--- config.mk ---
export PLATFORM = sky130hd
export DESIGN_NAME = dc_dma_chan0
export DESIGN_NICKNAME = d
export VERILOG_FILES = /design/src/logic/dc_pkg.sv /design/src/logic/dc_dma_chan0.sv
export SDC_FILE = /design/constraint.sdc
export NUM_CORES = 1
export LEC_CHECK = 0
export BUFFER_PORTS_ARGS = -buffer_cell sky130_fd_sc_hd__buf_2
export CAP_MARGIN = 20
export CELL_PAD_IN_SITES_DETAIL_PLACEMENT = 0
export CELL_PAD_IN_SITES_GLOBAL_PLACEMENT = 1
export CORE_AREA = 3 3 208 210
export DETAILED_ROUTE_END_ITERATION = 10
export DIE_AREA = 0 0 211 213
export MAX_ROUTING_LAYER = met4
export PLACE_DENSITY_LB_ADDON = 0.1
export SYNTH_ARGS = -nofsm -noshare
export SYNTH_HDL_FRONTEND = slang
export SYNTH_SLANG_ARGS = --single-unit
--- constraint.sdc ---
create_clock -name sys_clk_i -period 8.5 [get_ports sys_clk_i]
set_input_delay 0.425 -clock sys_clk_i [delete_from_list [all_inputs] [get_ports sys_clk_i]]
set_output_delay 0.425 -clock sys_clk_i [all_outputs]
set_load 0.01 [all_outputs]
--- src/logic/dc_pkg.sv ---
// constants, types and register map of the dma channel 0 control block
// assumes an axi4-lite master with 32-bit data; registers sit at word index * 4
package dc_pkg;
	localparam int AXI_AW = 10;
	// register index; byte address is index * 4
	localparam logic [7:0] IDX_MAR_A = 8'h20;
	localparam logic [7:0] IDX_CNT_A = 8'h24;
	localparam logic [7:0] IDX_IOA_A = 8'h26;
	localparam logic [7:0] IDX_CTRL_A = 8'h27;
	localparam logic [7:0] IDX_MAR_B = 8'h28;
	localparam logic [7:0] IDX_CNT_B = 8'h2c;
	localparam logic [7:0] IDX_IOA_B = 8'h2e;
	localparam logic [7:0] IDX_CTRL_B = 8'h2f;
	// control field positions
	localparam int B_EN = 7;
	localparam int B_SZ = 6;
	localparam int B_DIR = 5;
	localparam int B_RPT = 4;
	localparam int B_STEP = 4;
	localparam int B_IE = 3;
	localparam int B_BLK = 3;
	// reset values
	localparam logic [7:0] CTRL_RST = 8'h00;
	localparam logic [15:0] CNT_RST = 16'h0000;
	localparam logic [7:0] IOA_RST = 8'h00;
	localparam logic [23:0] MAR_RST = 24'h000000;
	localparam logic [15:0] IO_HI = 16'h0000;
	// activation codes
	localparam logic [2:0] SEL_TXE = 3'h4;
	localparam logic [2:0] SEL_RXF = 3'h5;
	localparam logic [2:0] SEL_FALL = 3'h6;
	localparam logic [2:0] SEL_LOW = 3'h7;
	localparam logic [2:0] SEL_AUTO_BURST = 3'h0;
	localparam logic [2:0] SEL_AUTO_STEAL = 3'h2;
	localparam logic [1:0] FULL_CODE = 2'h3;
	localparam logic [1:0] RESP_OKAY = 2'h0;
	localparam logic [1:0] RESP_SLVERR = 2'h2;
	typedef enum logic [2:0] {
		MODE_IO = 3'h1,
		MODE_RPT = 3'h2,
		MODE_IDLE = 3'h4
	} dc_mode_t;
	typedef struct packed {
		logic [23:0] addr;
		logic [23:0] addr2;
		logic word;
		logic full;
	} dc_xfer_t;
endpackage

--- src/logic/dc_dma_chan0.sv ---
// one two-sub-channel dma channel: control, count, address registers
// and the per-transfer stepping, behind an axi4-lite slave.
// assumes timer and serial events are one-cycle pulses on sys_clk_i;
// the external request pin is asynchronous.
// Functional notes
// short mode A select 000-011 timer 0-3, 100 tx-empty, 101 rx-full.
// A select 110 or 111 joins A and B into one full address mode.
// B decodes 000-101 like A; 110 pin falling edge, 111 pin low.
// with irq enable set, request interrupt while transfer enable is clear.
// repeat 0 gives I/O mode; repeat 1 gives repeat or idle by irq enable.
// short mode address steps up or down, by 1 byte or 2 word.
// no transfer nor activation accepted while transfer enable is clear.
// full mode source address fixed unless step enabled, then steps by size.
// B count is 16-bit counter; repeat uses high counter, low initial.
// full mode B count unused normally, block counter in block mode.
// B I/O address gives low address bits in short mode only.
// repeat counter hitting zero reloads count and address, stays enabled.
// I/O and idle decrement count, clear enable when it reaches zero.
`timescale 1ns/1ps
`default_nettype none
module dc_dma_chan0
	import dc_pkg::*;
(
	// clock and reset
	input wire logic sys_clk_i,
	input wire logic rst_i,
	// axi4-lite slave
	input wire logic [AXI_AW-1:0] s_axi_awaddr_i,
	input wire logic s_axi_awvalid_i,
	output logic s_axi_awready_o,
	input wire logic [31:0] s_axi_wdata_i,
	input wire logic [3:0] s_axi_wstrb_i,
	input wire logic s_axi_wvalid_i,
	output logic s_axi_wready_o,
	output logic [1:0] s_axi_bresp_o,
	output logic s_axi_bvalid_o,
	input wire logic s_axi_bready_i,
	input wire logic [AXI_AW-1:0] s_axi_araddr_i,
	input wire logic s_axi_arvalid_i,
	output logic s_axi_arready_o,
	output logic [31:0] s_axi_rdata_o,
	output logic [1:0] s_axi_rresp_o,
	output logic s_axi_rvalid_o,
	input wire logic s_axi_rready_i,
	// activation sources
	input wire logic [3:0] timer_evt_i,
	input wire logic ser_txe_i,
	input wire logic ser_rxf_i,
	input wire logic ext_req_n_i,
	// transfers and interrupts, index 0 is A, 1 is B
	output logic [1:0] xfer_vld_o,
	output dc_xfer_t [1:0] xfer_o,
	output logic [1:0] irq_o
);
	logic [7:0] ctrl_ff [2];
	logic [15:0] cnt_ff [2];
	logic [23:0] mar_ff [2];
	logic [23:0] mar_init_ff [2];
	logic [7:0] ioa_ff [2];
	logic aw_hold_ff, w_hold_ff, awready_ff, wready_ff, bvalid_ff, arready_ff, rvalid_ff;
	logic [7:0] awidx_ff;
	logic [31:0] wdata_ff, rdata_ff, nxt_rdata;
	logic [3:0] wstrb_ff;
	logic [1:0] bresp_ff, rresp_ff, nxt_rresp;
	logic req_s1_ff, req_s2_ff, req_s3_ff;
	logic req_fall, req_low, full, wr_do, wr_hit;
	logic [7:0] rd_idx;
	logic [1:0] xvld_ff, irq_ff;
	dc_xfer_t [1:0] xfer_ff;

	function automatic logic [31:0] merge(input logic [31:0] old, input logic [31:0] nw,
		input logic [3:0] strb);
		logic [31:0] r;
		r = old;
		for (int k = 0; k < 4; k++) begin
			if (strb[k]) begin
				r[k*8 +: 8] = nw[k*8 +: 8];
			end
		end
		return r;
	endfunction

	function automatic dc_mode_t mode_of(input logic [7:0] c);
		if (!c[B_RPT]) begin
			return MODE_IO;
		end
		if (c[B_IE]) begin
			return MODE_IDLE;
		end
		return MODE_RPT;
	endfunction

	function automatic logic [23:0] stepped(input logic [23:0] a, input logic dn,
		input logic word);
		logic [23:0] s;
		s = word ? 24'h000002 : 24'h000001;
		return dn ? a - s : a + s;
	endfunction

	// pin synchroniser; third stage only for edge detection
	always_ff @(posedge sys_clk_i or posedge rst_i) begin
		if (rst_i) begin
			req_s1_ff <= 1'b1;
			req_s2_ff <= 1'b1;
			req_s3_ff <= 1'b1;
		end else begin
			req_s1_ff <= ext_req_n_i;
			req_s2_ff <= req_s1_ff;
			req_s3_ff <= req_s2_ff;
		end
	end
	assign req_fall = req_s3_ff & ~req_s2_ff;
	assign req_low = ~req_s2_ff;
	assign full = ctrl_ff[0][2:1] == FULL_CODE;

	// write channel: address and data taken in either order
	always_ff @(posedge sys_clk_i or posedge rst_i) begin
		if (rst_i) begin
			awready_ff <= 1'b0;
			aw_hold_ff <= 1'b0;
			awidx_ff <= 8'h00;
		end else begin
			if (awready_ff && s_axi_awvalid_i) begin
				awready_ff <= 1'b0;
				aw_hold_ff <= 1'b1;
				awidx_ff <= s_axi_awaddr_i[9:2];
			end else if (!aw_hold_ff && !awready_ff) begin
				awready_ff <= 1'b1;
			end
			if (bvalid_ff && s_axi_bready_i) begin
				aw_hold_ff <= 1'b0;
			end
		end
	end

	always_ff @(posedge sys_clk_i or posedge rst_i) begin
		if (rst_i) begin
			wready_ff <= 1'b0;
			w_hold_ff <= 1'b0;
			wdata_ff <= 32'h00000000;
			wstrb_ff <= 4'h0;
		end else begin
			if (wready_ff && s_axi_wvalid_i) begin
				wready_ff <= 1'b0;
				w_hold_ff <= 1'b1;
				wdata_ff <= s_axi_wdata_i;
				wstrb_ff <= s_axi_wstrb_i;
			end else if (!w_hold_ff && !wready_ff) begin
				wready_ff <= 1'b1;
			end
			if (bvalid_ff && s_axi_bready_i) begin
				w_hold_ff <= 1'b0;
			end
		end
	end

	assign wr_do = aw_hold_ff & w_hold_ff & ~bvalid_ff;
	assign wr_hit = awidx_ff inside {IDX_MAR_A, IDX_CNT_A, IDX_IOA_A, IDX_CTRL_A,
		IDX_MAR_B, IDX_CNT_B, IDX_IOA_B, IDX_CTRL_B};

	always_ff @(posedge sys_clk_i or posedge rst_i) begin
		if (rst_i) begin
			bvalid_ff <= 1'b0;
			bresp_ff <= RESP_OKAY;
		end else if (wr_do) begin
			bvalid_ff <= 1'b1;
			bresp_ff <= wr_hit ? RESP_OKAY : RESP_SLVERR;
		end else if (s_axi_bready_i) begin
			bvalid_ff <= 1'b0;
		end
	end

	// read channel: one cycle from address to data
	assign rd_idx = s_axi_araddr_i[9:2];
	always_comb begin
		nxt_rdata = 32'h00000000;
		nxt_rresp = RESP_OKAY;
		case (rd_idx)
			IDX_MAR_A: nxt_rdata = {8'h00, mar_ff[0]};
			IDX_CNT_A: nxt_rdata = {16'h0000, cnt_ff[0]};
			IDX_IOA_A: nxt_rdata = {24'h000000, ioa_ff[0]};
			IDX_CTRL_A: nxt_rdata = {24'h000000, ctrl_ff[0]};
			IDX_MAR_B: nxt_rdata = {8'h00, mar_ff[1]};
			IDX_CNT_B: nxt_rdata = {16'h0000, cnt_ff[1]};
			IDX_IOA_B: nxt_rdata = {24'h000000, ioa_ff[1]};
			IDX_CTRL_B: nxt_rdata = {24'h000000, ctrl_ff[1]};
			default: nxt_rresp = RESP_SLVERR;
		endcase
	end

	always_ff @(posedge sys_clk_i or posedge rst_i) begin
		if (rst_i) begin
			arready_ff <= 1'b0;
			rvalid_ff <= 1'b0;
			rdata_ff <= 32'h00000000;
			rresp_ff <= RESP_OKAY;
		end else if (arready_ff && s_axi_arvalid_i) begin
			arready_ff <= 1'b0;
			rvalid_ff <= 1'b1;
			rdata_ff <= nxt_rdata;
			rresp_ff <= nxt_rresp;
		end else if (rvalid_ff) begin
			if (s_axi_rready_i) begin
				rvalid_ff <= 1'b0;
			end
		end else begin
			arready_ff <= 1'b1;
		end
	end

	// per sub-channel engine
	for (genvar i = 0; i < 2; i++) begin : g_sub
		localparam logic [7:0] I_MAR = i == 0 ? IDX_MAR_A : IDX_MAR_B;
		localparam logic [7:0] I_CNT = i == 0 ? IDX_CNT_A : IDX_CNT_B;
		localparam logic [7:0] I_IOA = i == 0 ? IDX_IOA_A : IDX_IOA_B;
		localparam logic [7:0] I_CTRL = i == 0 ? IDX_CTRL_A : IDX_CTRL_B;
		logic trig, go_s, go_f, zero, reload, blk;
		logic [2:0] sel;
		logic [31:0] wv_cnt, wv_mar;
		dc_mode_t mode;

		assign sel = ctrl_ff[i][2:0];
		assign mode = mode_of(ctrl_ff[i]);
		assign blk = ctrl_ff[1][B_BLK];
		assign wv_cnt = merge({16'h0000, cnt_ff[i]}, wdata_ff, wstrb_ff);
		assign wv_mar = merge({8'h00, mar_ff[i]}, wdata_ff, wstrb_ff);

		always_comb begin
			trig = 1'b0;
			if (i == 0 && full) begin
				case (ctrl_ff[1][2:0])
					SEL_AUTO_BURST, SEL_AUTO_STEAL: trig = blk ? timer_evt_i[ctrl_ff[1][1:0]] : 1'b1;
					3'h1, 3'h3: trig = blk && timer_evt_i[ctrl_ff[1][1:0]];
					SEL_FALL: trig = req_fall;
					SEL_LOW: trig = !blk && req_low;
					default: trig = 1'b0;
				endcase
			end else begin
				case (sel)
					3'h0, 3'h1, 3'h2, 3'h3: trig = timer_evt_i[sel[1:0]];
					SEL_TXE: trig = ser_txe_i;
					SEL_RXF: trig = ser_rxf_i;
					SEL_FALL: trig = i == 1 && req_fall;
					SEL_LOW: trig = i == 1 && req_low;
					default: trig = 1'b0;
				endcase
			end
		end

		// short mode on A needs A clear of full codes; B idles in full mode
		assign go_s = !full && ctrl_ff[i][B_EN] && trig;
		assign go_f = i == 0 && full && ctrl_ff[0][B_EN] && ctrl_ff[1][B_EN] && trig;
		assign reload = go_s && mode == MODE_RPT && cnt_ff[i][15:8] == 8'h01;
		assign zero = go_s ? (mode != MODE_RPT && cnt_ff[i] == 16'h0001)
			: (go_f && (blk ? cnt_ff[1] : cnt_ff[0]) == 16'h0001);

		always_ff @(posedge sys_clk_i or posedge rst_i) begin
			if (rst_i) begin
				ctrl_ff[i] <= CTRL_RST;
			end else if (wr_do && awidx_ff == I_CTRL && wstrb_ff[0]) begin
				ctrl_ff[i] <= wdata_ff[7:0];
			end else if (zero || (i == 1 && g_sub[0].zero && full)) begin
				ctrl_ff[i][B_EN] <= 1'b0;
			end
		end

		always_ff @(posedge sys_clk_i or posedge rst_i) begin
			if (rst_i) begin
				cnt_ff[i] <= CNT_RST;
			end else if (wr_do && awidx_ff == I_CNT) begin
				cnt_ff[i] <= wv_cnt[15:0];
			end else if (reload) begin
				cnt_ff[i][15:8] <= cnt_ff[i][7:0];
			end else if (go_s && mode == MODE_RPT) begin
				cnt_ff[i][15:8] <= cnt_ff[i][15:8] - 8'h01;
			end else if (go_s) begin
				cnt_ff[i] <= cnt_ff[i] - 16'h0001;
			end else if (g_sub[0].go_f && (i == 1) == blk) begin
				cnt_ff[i] <= cnt_ff[i] - 16'h0001;
			end
		end

		always_ff @(posedge sys_clk_i or posedge rst_i) begin
			if (rst_i) begin
				mar_ff[i] <= MAR_RST;
				mar_init_ff[i] <= MAR_RST;
			end else if (wr_do && awidx_ff == I_MAR) begin
				mar_ff[i] <= wv_mar[23:0];
				mar_init_ff[i] <= wv_mar[23:0];
			end else if (reload) begin
				mar_ff[i] <= mar_init_ff[i];
			end else if (go_s) begin
				mar_ff[i] <= stepped(mar_ff[i], ctrl_ff[i][B_DIR], ctrl_ff[i][B_SZ]);
			end else if (g_sub[0].go_f && ctrl_ff[i][B_STEP]) begin
				mar_ff[i] <= stepped(mar_ff[i], ctrl_ff[i][B_DIR], ctrl_ff[0][B_SZ]);
			end
		end

		always_ff @(posedge sys_clk_i or posedge rst_i) begin
			if (rst_i) begin
				ioa_ff[i] <= IOA_RST;
			end else if (wr_do && awidx_ff == I_IOA && wstrb_ff[0]) begin
				ioa_ff[i] <= wdata_ff[7:0];
			end
		end

		// transfer strobe carries the address before stepping
		always_ff @(posedge sys_clk_i or posedge rst_i) begin
			if (rst_i) begin
				xvld_ff[i] <= 1'b0;
				xfer_ff[i] <= '0;
				irq_ff[i] <= 1'b0;
			end else begin
				xvld_ff[i] <= go_s || go_f;
				xfer_ff[i].addr <= mar_ff[i];
				xfer_ff[i].addr2 <= go_f ? mar_ff[1] : {IO_HI, ioa_ff[i]};
				xfer_ff[i].word <= ctrl_ff[0][B_SZ] && go_f || ctrl_ff[i][B_SZ] && !go_f;
				xfer_ff[i].full <= go_f;
				// in full mode bit 3 of B selects block transfer, not an irq enable
				irq_ff[i] <= ctrl_ff[i][B_IE] && !ctrl_ff[i][B_EN] && !(i == 1 && full);
			end
		end
	end

	assign s_axi_awready_o = awready_ff;
	assign s_axi_wready_o = wready_ff;
	assign s_axi_bvalid_o = bvalid_ff;
	assign s_axi_bresp_o = bresp_ff;
	assign s_axi_arready_o = arready_ff;
	assign s_axi_rvalid_o = rvalid_ff;
	assign s_axi_rdata_o = rdata_ff;
	assign s_axi_rresp_o = rresp_ff;
	assign xfer_vld_o = xvld_ff;
	assign xfer_o = xfer_ff;
	assign irq_o = irq_ff;
endmodule
`default_nettype wire

==> flow_metrics.tcl <==
set metrics [dict create \
    status "finished clean" \
    grt_pass1_wl_um 77900 \
    syn_area_um2 16600 \
    drv_slew 0 \
    crit_buf_inv 0 \
    via_per_inst 5.63 \
    tns_ns 0 \
    crit_path_start_kind "flip-flop" \
    antenna_cells 0 \
    crit_path_end_kind "flip-flop" \
    cap_violations 0 \
    synthTopCellsByCount "dfrtp_1 (315), nor2_1 (130), nand2_1 (126), o21ai_0 (124), a21oi_1 (120)" \
    first_pass_iters 5 \
    ys_seq_area_frac 0.480 \
    overflow 0 \
    cpMaxStageDelayCell "mux4_2" \
    critical_path_class "reg2reg" \
    min_period_over_period 0.532 \
    first_iter_violations 860 \
    worstMarginPinSlew_ns 1.04 \
    clock.fmax_mhz 221 \
    syn_avg_cell_area_um2 10.4 \
    required_ns 8.93 \
    power_density_nw_per_um2 314 \
    clk_pin_slew_ns 0.06 \
    vdd_ir_drop_max_v 0.000129 \
    die_y_um 213 \
    cp.arrival_ns 4.95 \
    p_switching_mw 2.31 \
    cts_root_buf "clkbuf_16" \
    cell_internal_pwr_mw 3.74 \
    portBuffers 174 \
    synth_cell_types 81 \
    cts.sinks 318 \
    wirelength_um 51000 \
    p_seq_frac 0.432 \
    yosysWarnings 0 \
    pin_count 215 \
    htree_levels 2 \
    critPathMaxFanout 9 \
    synth.most_common_cell "dfrtp_1" \
    rows 75 \
    synth_area_leaders "dfrtp_1 (48%), mux2_2 (4.8%), ha_1 (4.1%), o21ai_0 (3.7%), a21oi_1 (3.6%)" \
    post_cts_buffers 0 \
    netSwitchingFraction 0.382 \
    drive_above_1_share 0.216 \
    rsz0062_at_grt "no" \
    numCtsBuffers 40 \
    cts_resized 0 \
    slew_headroom 0.303 \
    cpPeakStageDelay_ns 0.56 \
    fin_crit_ns 4.52 \
    first_global_vias 12838 \
    fillers 4006 \
    synth_top_cell_by_area "dfrtp_1" \
    power_mw 6.05 \
    fin_area_um2 19300 \
    min_path_type "in2async" \
    grt.total_usage 0.233 \
    place_area_um2 17900 \
    ant_nets 0 \
    combinationalPowerShare 0.288 \
    setup_viol 0 \
    crit_chain "mux4_2, nor2b_1, o211a_1, a21oi_1, nand2_1, fa_1, nor2b_1, o31a_1, o211ai_1, a21oi_1, a21o_1, a41o_1, xnor2_1, a211oi_1, a221o_1" \
    dpl.hpwl_um 36200 \
    synthCells 1594 \
    clock_path_buffers 3 \
    hold_violations 0 \
    gp_congestion 0.898 \
    synth_edf_count 0 \
    leakage_nw 9.26 \
    core_area_um2 41800 \
    ys_ff_latch 318 \
    pwr-share-clk 0.280 \
    synth_top_area_frac 0.475 \
    antenna_found_initial 0 \
    die_w_um 211 \
    nNetsFinal 1879 \
    drc 0 \
    clock_latency_ns 0.56 \
    ys.flop_type "dfrtp_1" \
    grt_max_degree 160 \
    wl_per_cell_um 22.0 \
    areaGrowthSynthToFinish_pct 16.2 \
    vias 13071 \
    cts_tree "yes" \
    finClkSkew_ns 0.0235 \
    initial_core_util 0.397 \
    cp_top_family "compound AO/OA/AOI/OAI gates" \
    synthArstFlopShare 1.00 \
    dieArea_um2 44900 \
]
final timing paths:
check / to / startpoint / slack [ns] / cells after the start
worst max-delay path: mar_ff[18]$_DFFE_PP0P_ / ctrl_ff[0]$_DFFE_PP0P_ / 3.98 / 15
worst min-delay path: xfer_o[44]$_DFF_PP0_ / rst_i / 0.01 / 3
worst max register to register: mar_ff[18]$_DFFE_PP0P_ / ctrl_ff[0]$_DFFE_PP0P_ / 3.98 / 15
worst min register to register: req_s2_ff$_DFF_PP1_ / req_s1_ff$_DFF_PP1_ / 0.36 / 0
max in group asynchronous: mar_init_ff[6]$_DFFE_PP0P_ / rst_i / 7.03 / 4
min in group sys_clk_i: s_axi_rvalid_o$_DFF_PP0_ / s_axi_rready_i / 0.06 / 2
stage by stage:
step                hold WS (ns)  setup WS [ns]  utilization  std cells
floorplan                  0.345           3.84            -       1620
global placement           0.346           3.99        0.429       2247
detailed placement         0.352           3.98        0.429       2248
CTS                       0.0268           3.95        0.461       2322
global route              0.0447           3.72        0.462       2323
finish                    0.0131           3.98        0.462       2323
power by group through the flow:
stage | sequential [mW] | clock [mW] | combinational, mW
final | 2.61 | 1.69 | 1.74
after detailed placement | 2.62 | 0 | 1.74
after global placement | 2.61 | 0 | 1.72
after floorplan | 2.29 | 0 | 1.32
after CTS | 2.60 | 1.74 | 1.75
after global routing | 2.67 | 1.80 | 1.96
registers in the layout (all words and copies together), names as in the netlist, 2 cells and up:
| register | flops |
|---|---|
| s_axi_rdata_o | 24 |
| wdata_ff | 24 |
| wstrb_ff | 3 |
| awidx_ff | 8 |
| xfer_o | 83 |
| ioa_ff | 16 |
| irq_o | 2 |
| xfer_vld_o | 2 |
| mar_init_ff | 48 |
| ctrl_ff | 16 |
| mar_ff | 48 |
| cnt_ff | 32 |
timing repair:
item | CTS | global route
endpoints found under the hold margin | 1 | 0
hold buffers | 1 | 0
endpoints found under the setup margin | 0 | 0
layout make-up:
| cell class | count | area [um^2] | area share |
|---|---|---|---|
| repair buffers | 199 | 1090 | 0.0567 |
| inverters | 34 | 131 | 0.00681 |
| flip-flops and latches | 318 | 7960 | 0.413 |
| multi-input cells | 1160 | 8100 | 0.420 |
| clock buffers | 60 | 1220 | 0.0631 |
| clock inverters | 13 | 111 | 0.00577 |
| well taps | 539 | 674 | 0.0350 |
layer usage:
| metal | track usage | routed length (um) |
|---|---|---|
| met2 | 0.349 | 23100 |
| met1 | 0.332 | 24300 |
| met5 | - | 0 |
| met4 | 0.0663 | 1150 |
| met3 | 0.0331 | 2480 |
worst min-delay path: cells and delay by family:
kind | cells | cell delay (ns)
buffers and inverters | 3 | 0.66
cell usage in the layout, fill, tap and decap left out, types with 9 or more instances in the layout:
master / instances
dfrtp_1: 315
buf_2: 174
nor2_1: 130
nand2_1: 126
o21ai_0: 124
a21oi_1: 120
mux2_2: 71
mux2i_1: 58
ha_1: 54
clkbuf_16: 41
inv_1: 32
nor3_1: 32
conb_1: 27
mux4_2: 26
and2_1: 25
a21o_1: 24
xor2_1: 24
buf_4: 22
xnor2_1: 21
nand3_1: 20
a22oi_1: 19
a211oi_1: 19
a221o_1: 17
nand2b_1: 14
nor2b_1: 14
o21a_1: 14
a22o_1: 14
a31oi_1: 13
clkbuf_8: 12
nor4_1: 11
o22ai_1: 11
or3_1: 10
and3_1: 9
cells by family (layout without fill, tap and decap cells):
kind of cell	after synthesis	after routing	share of synthesized area
AOI/OAI and AO/OA	450	450	0.173
xor gates and xnor gates	45	45	0.0238
adders and majority gates	56	56	0.0431
buffers and inverters	142	306	0.0394
DFF	318	318	0.480
muxes	155	155	0.118
other	1	27	0.000226
and+or+nand+nor	427	427	0.122
Note: power is estimated with default switching activity, not from simulation.
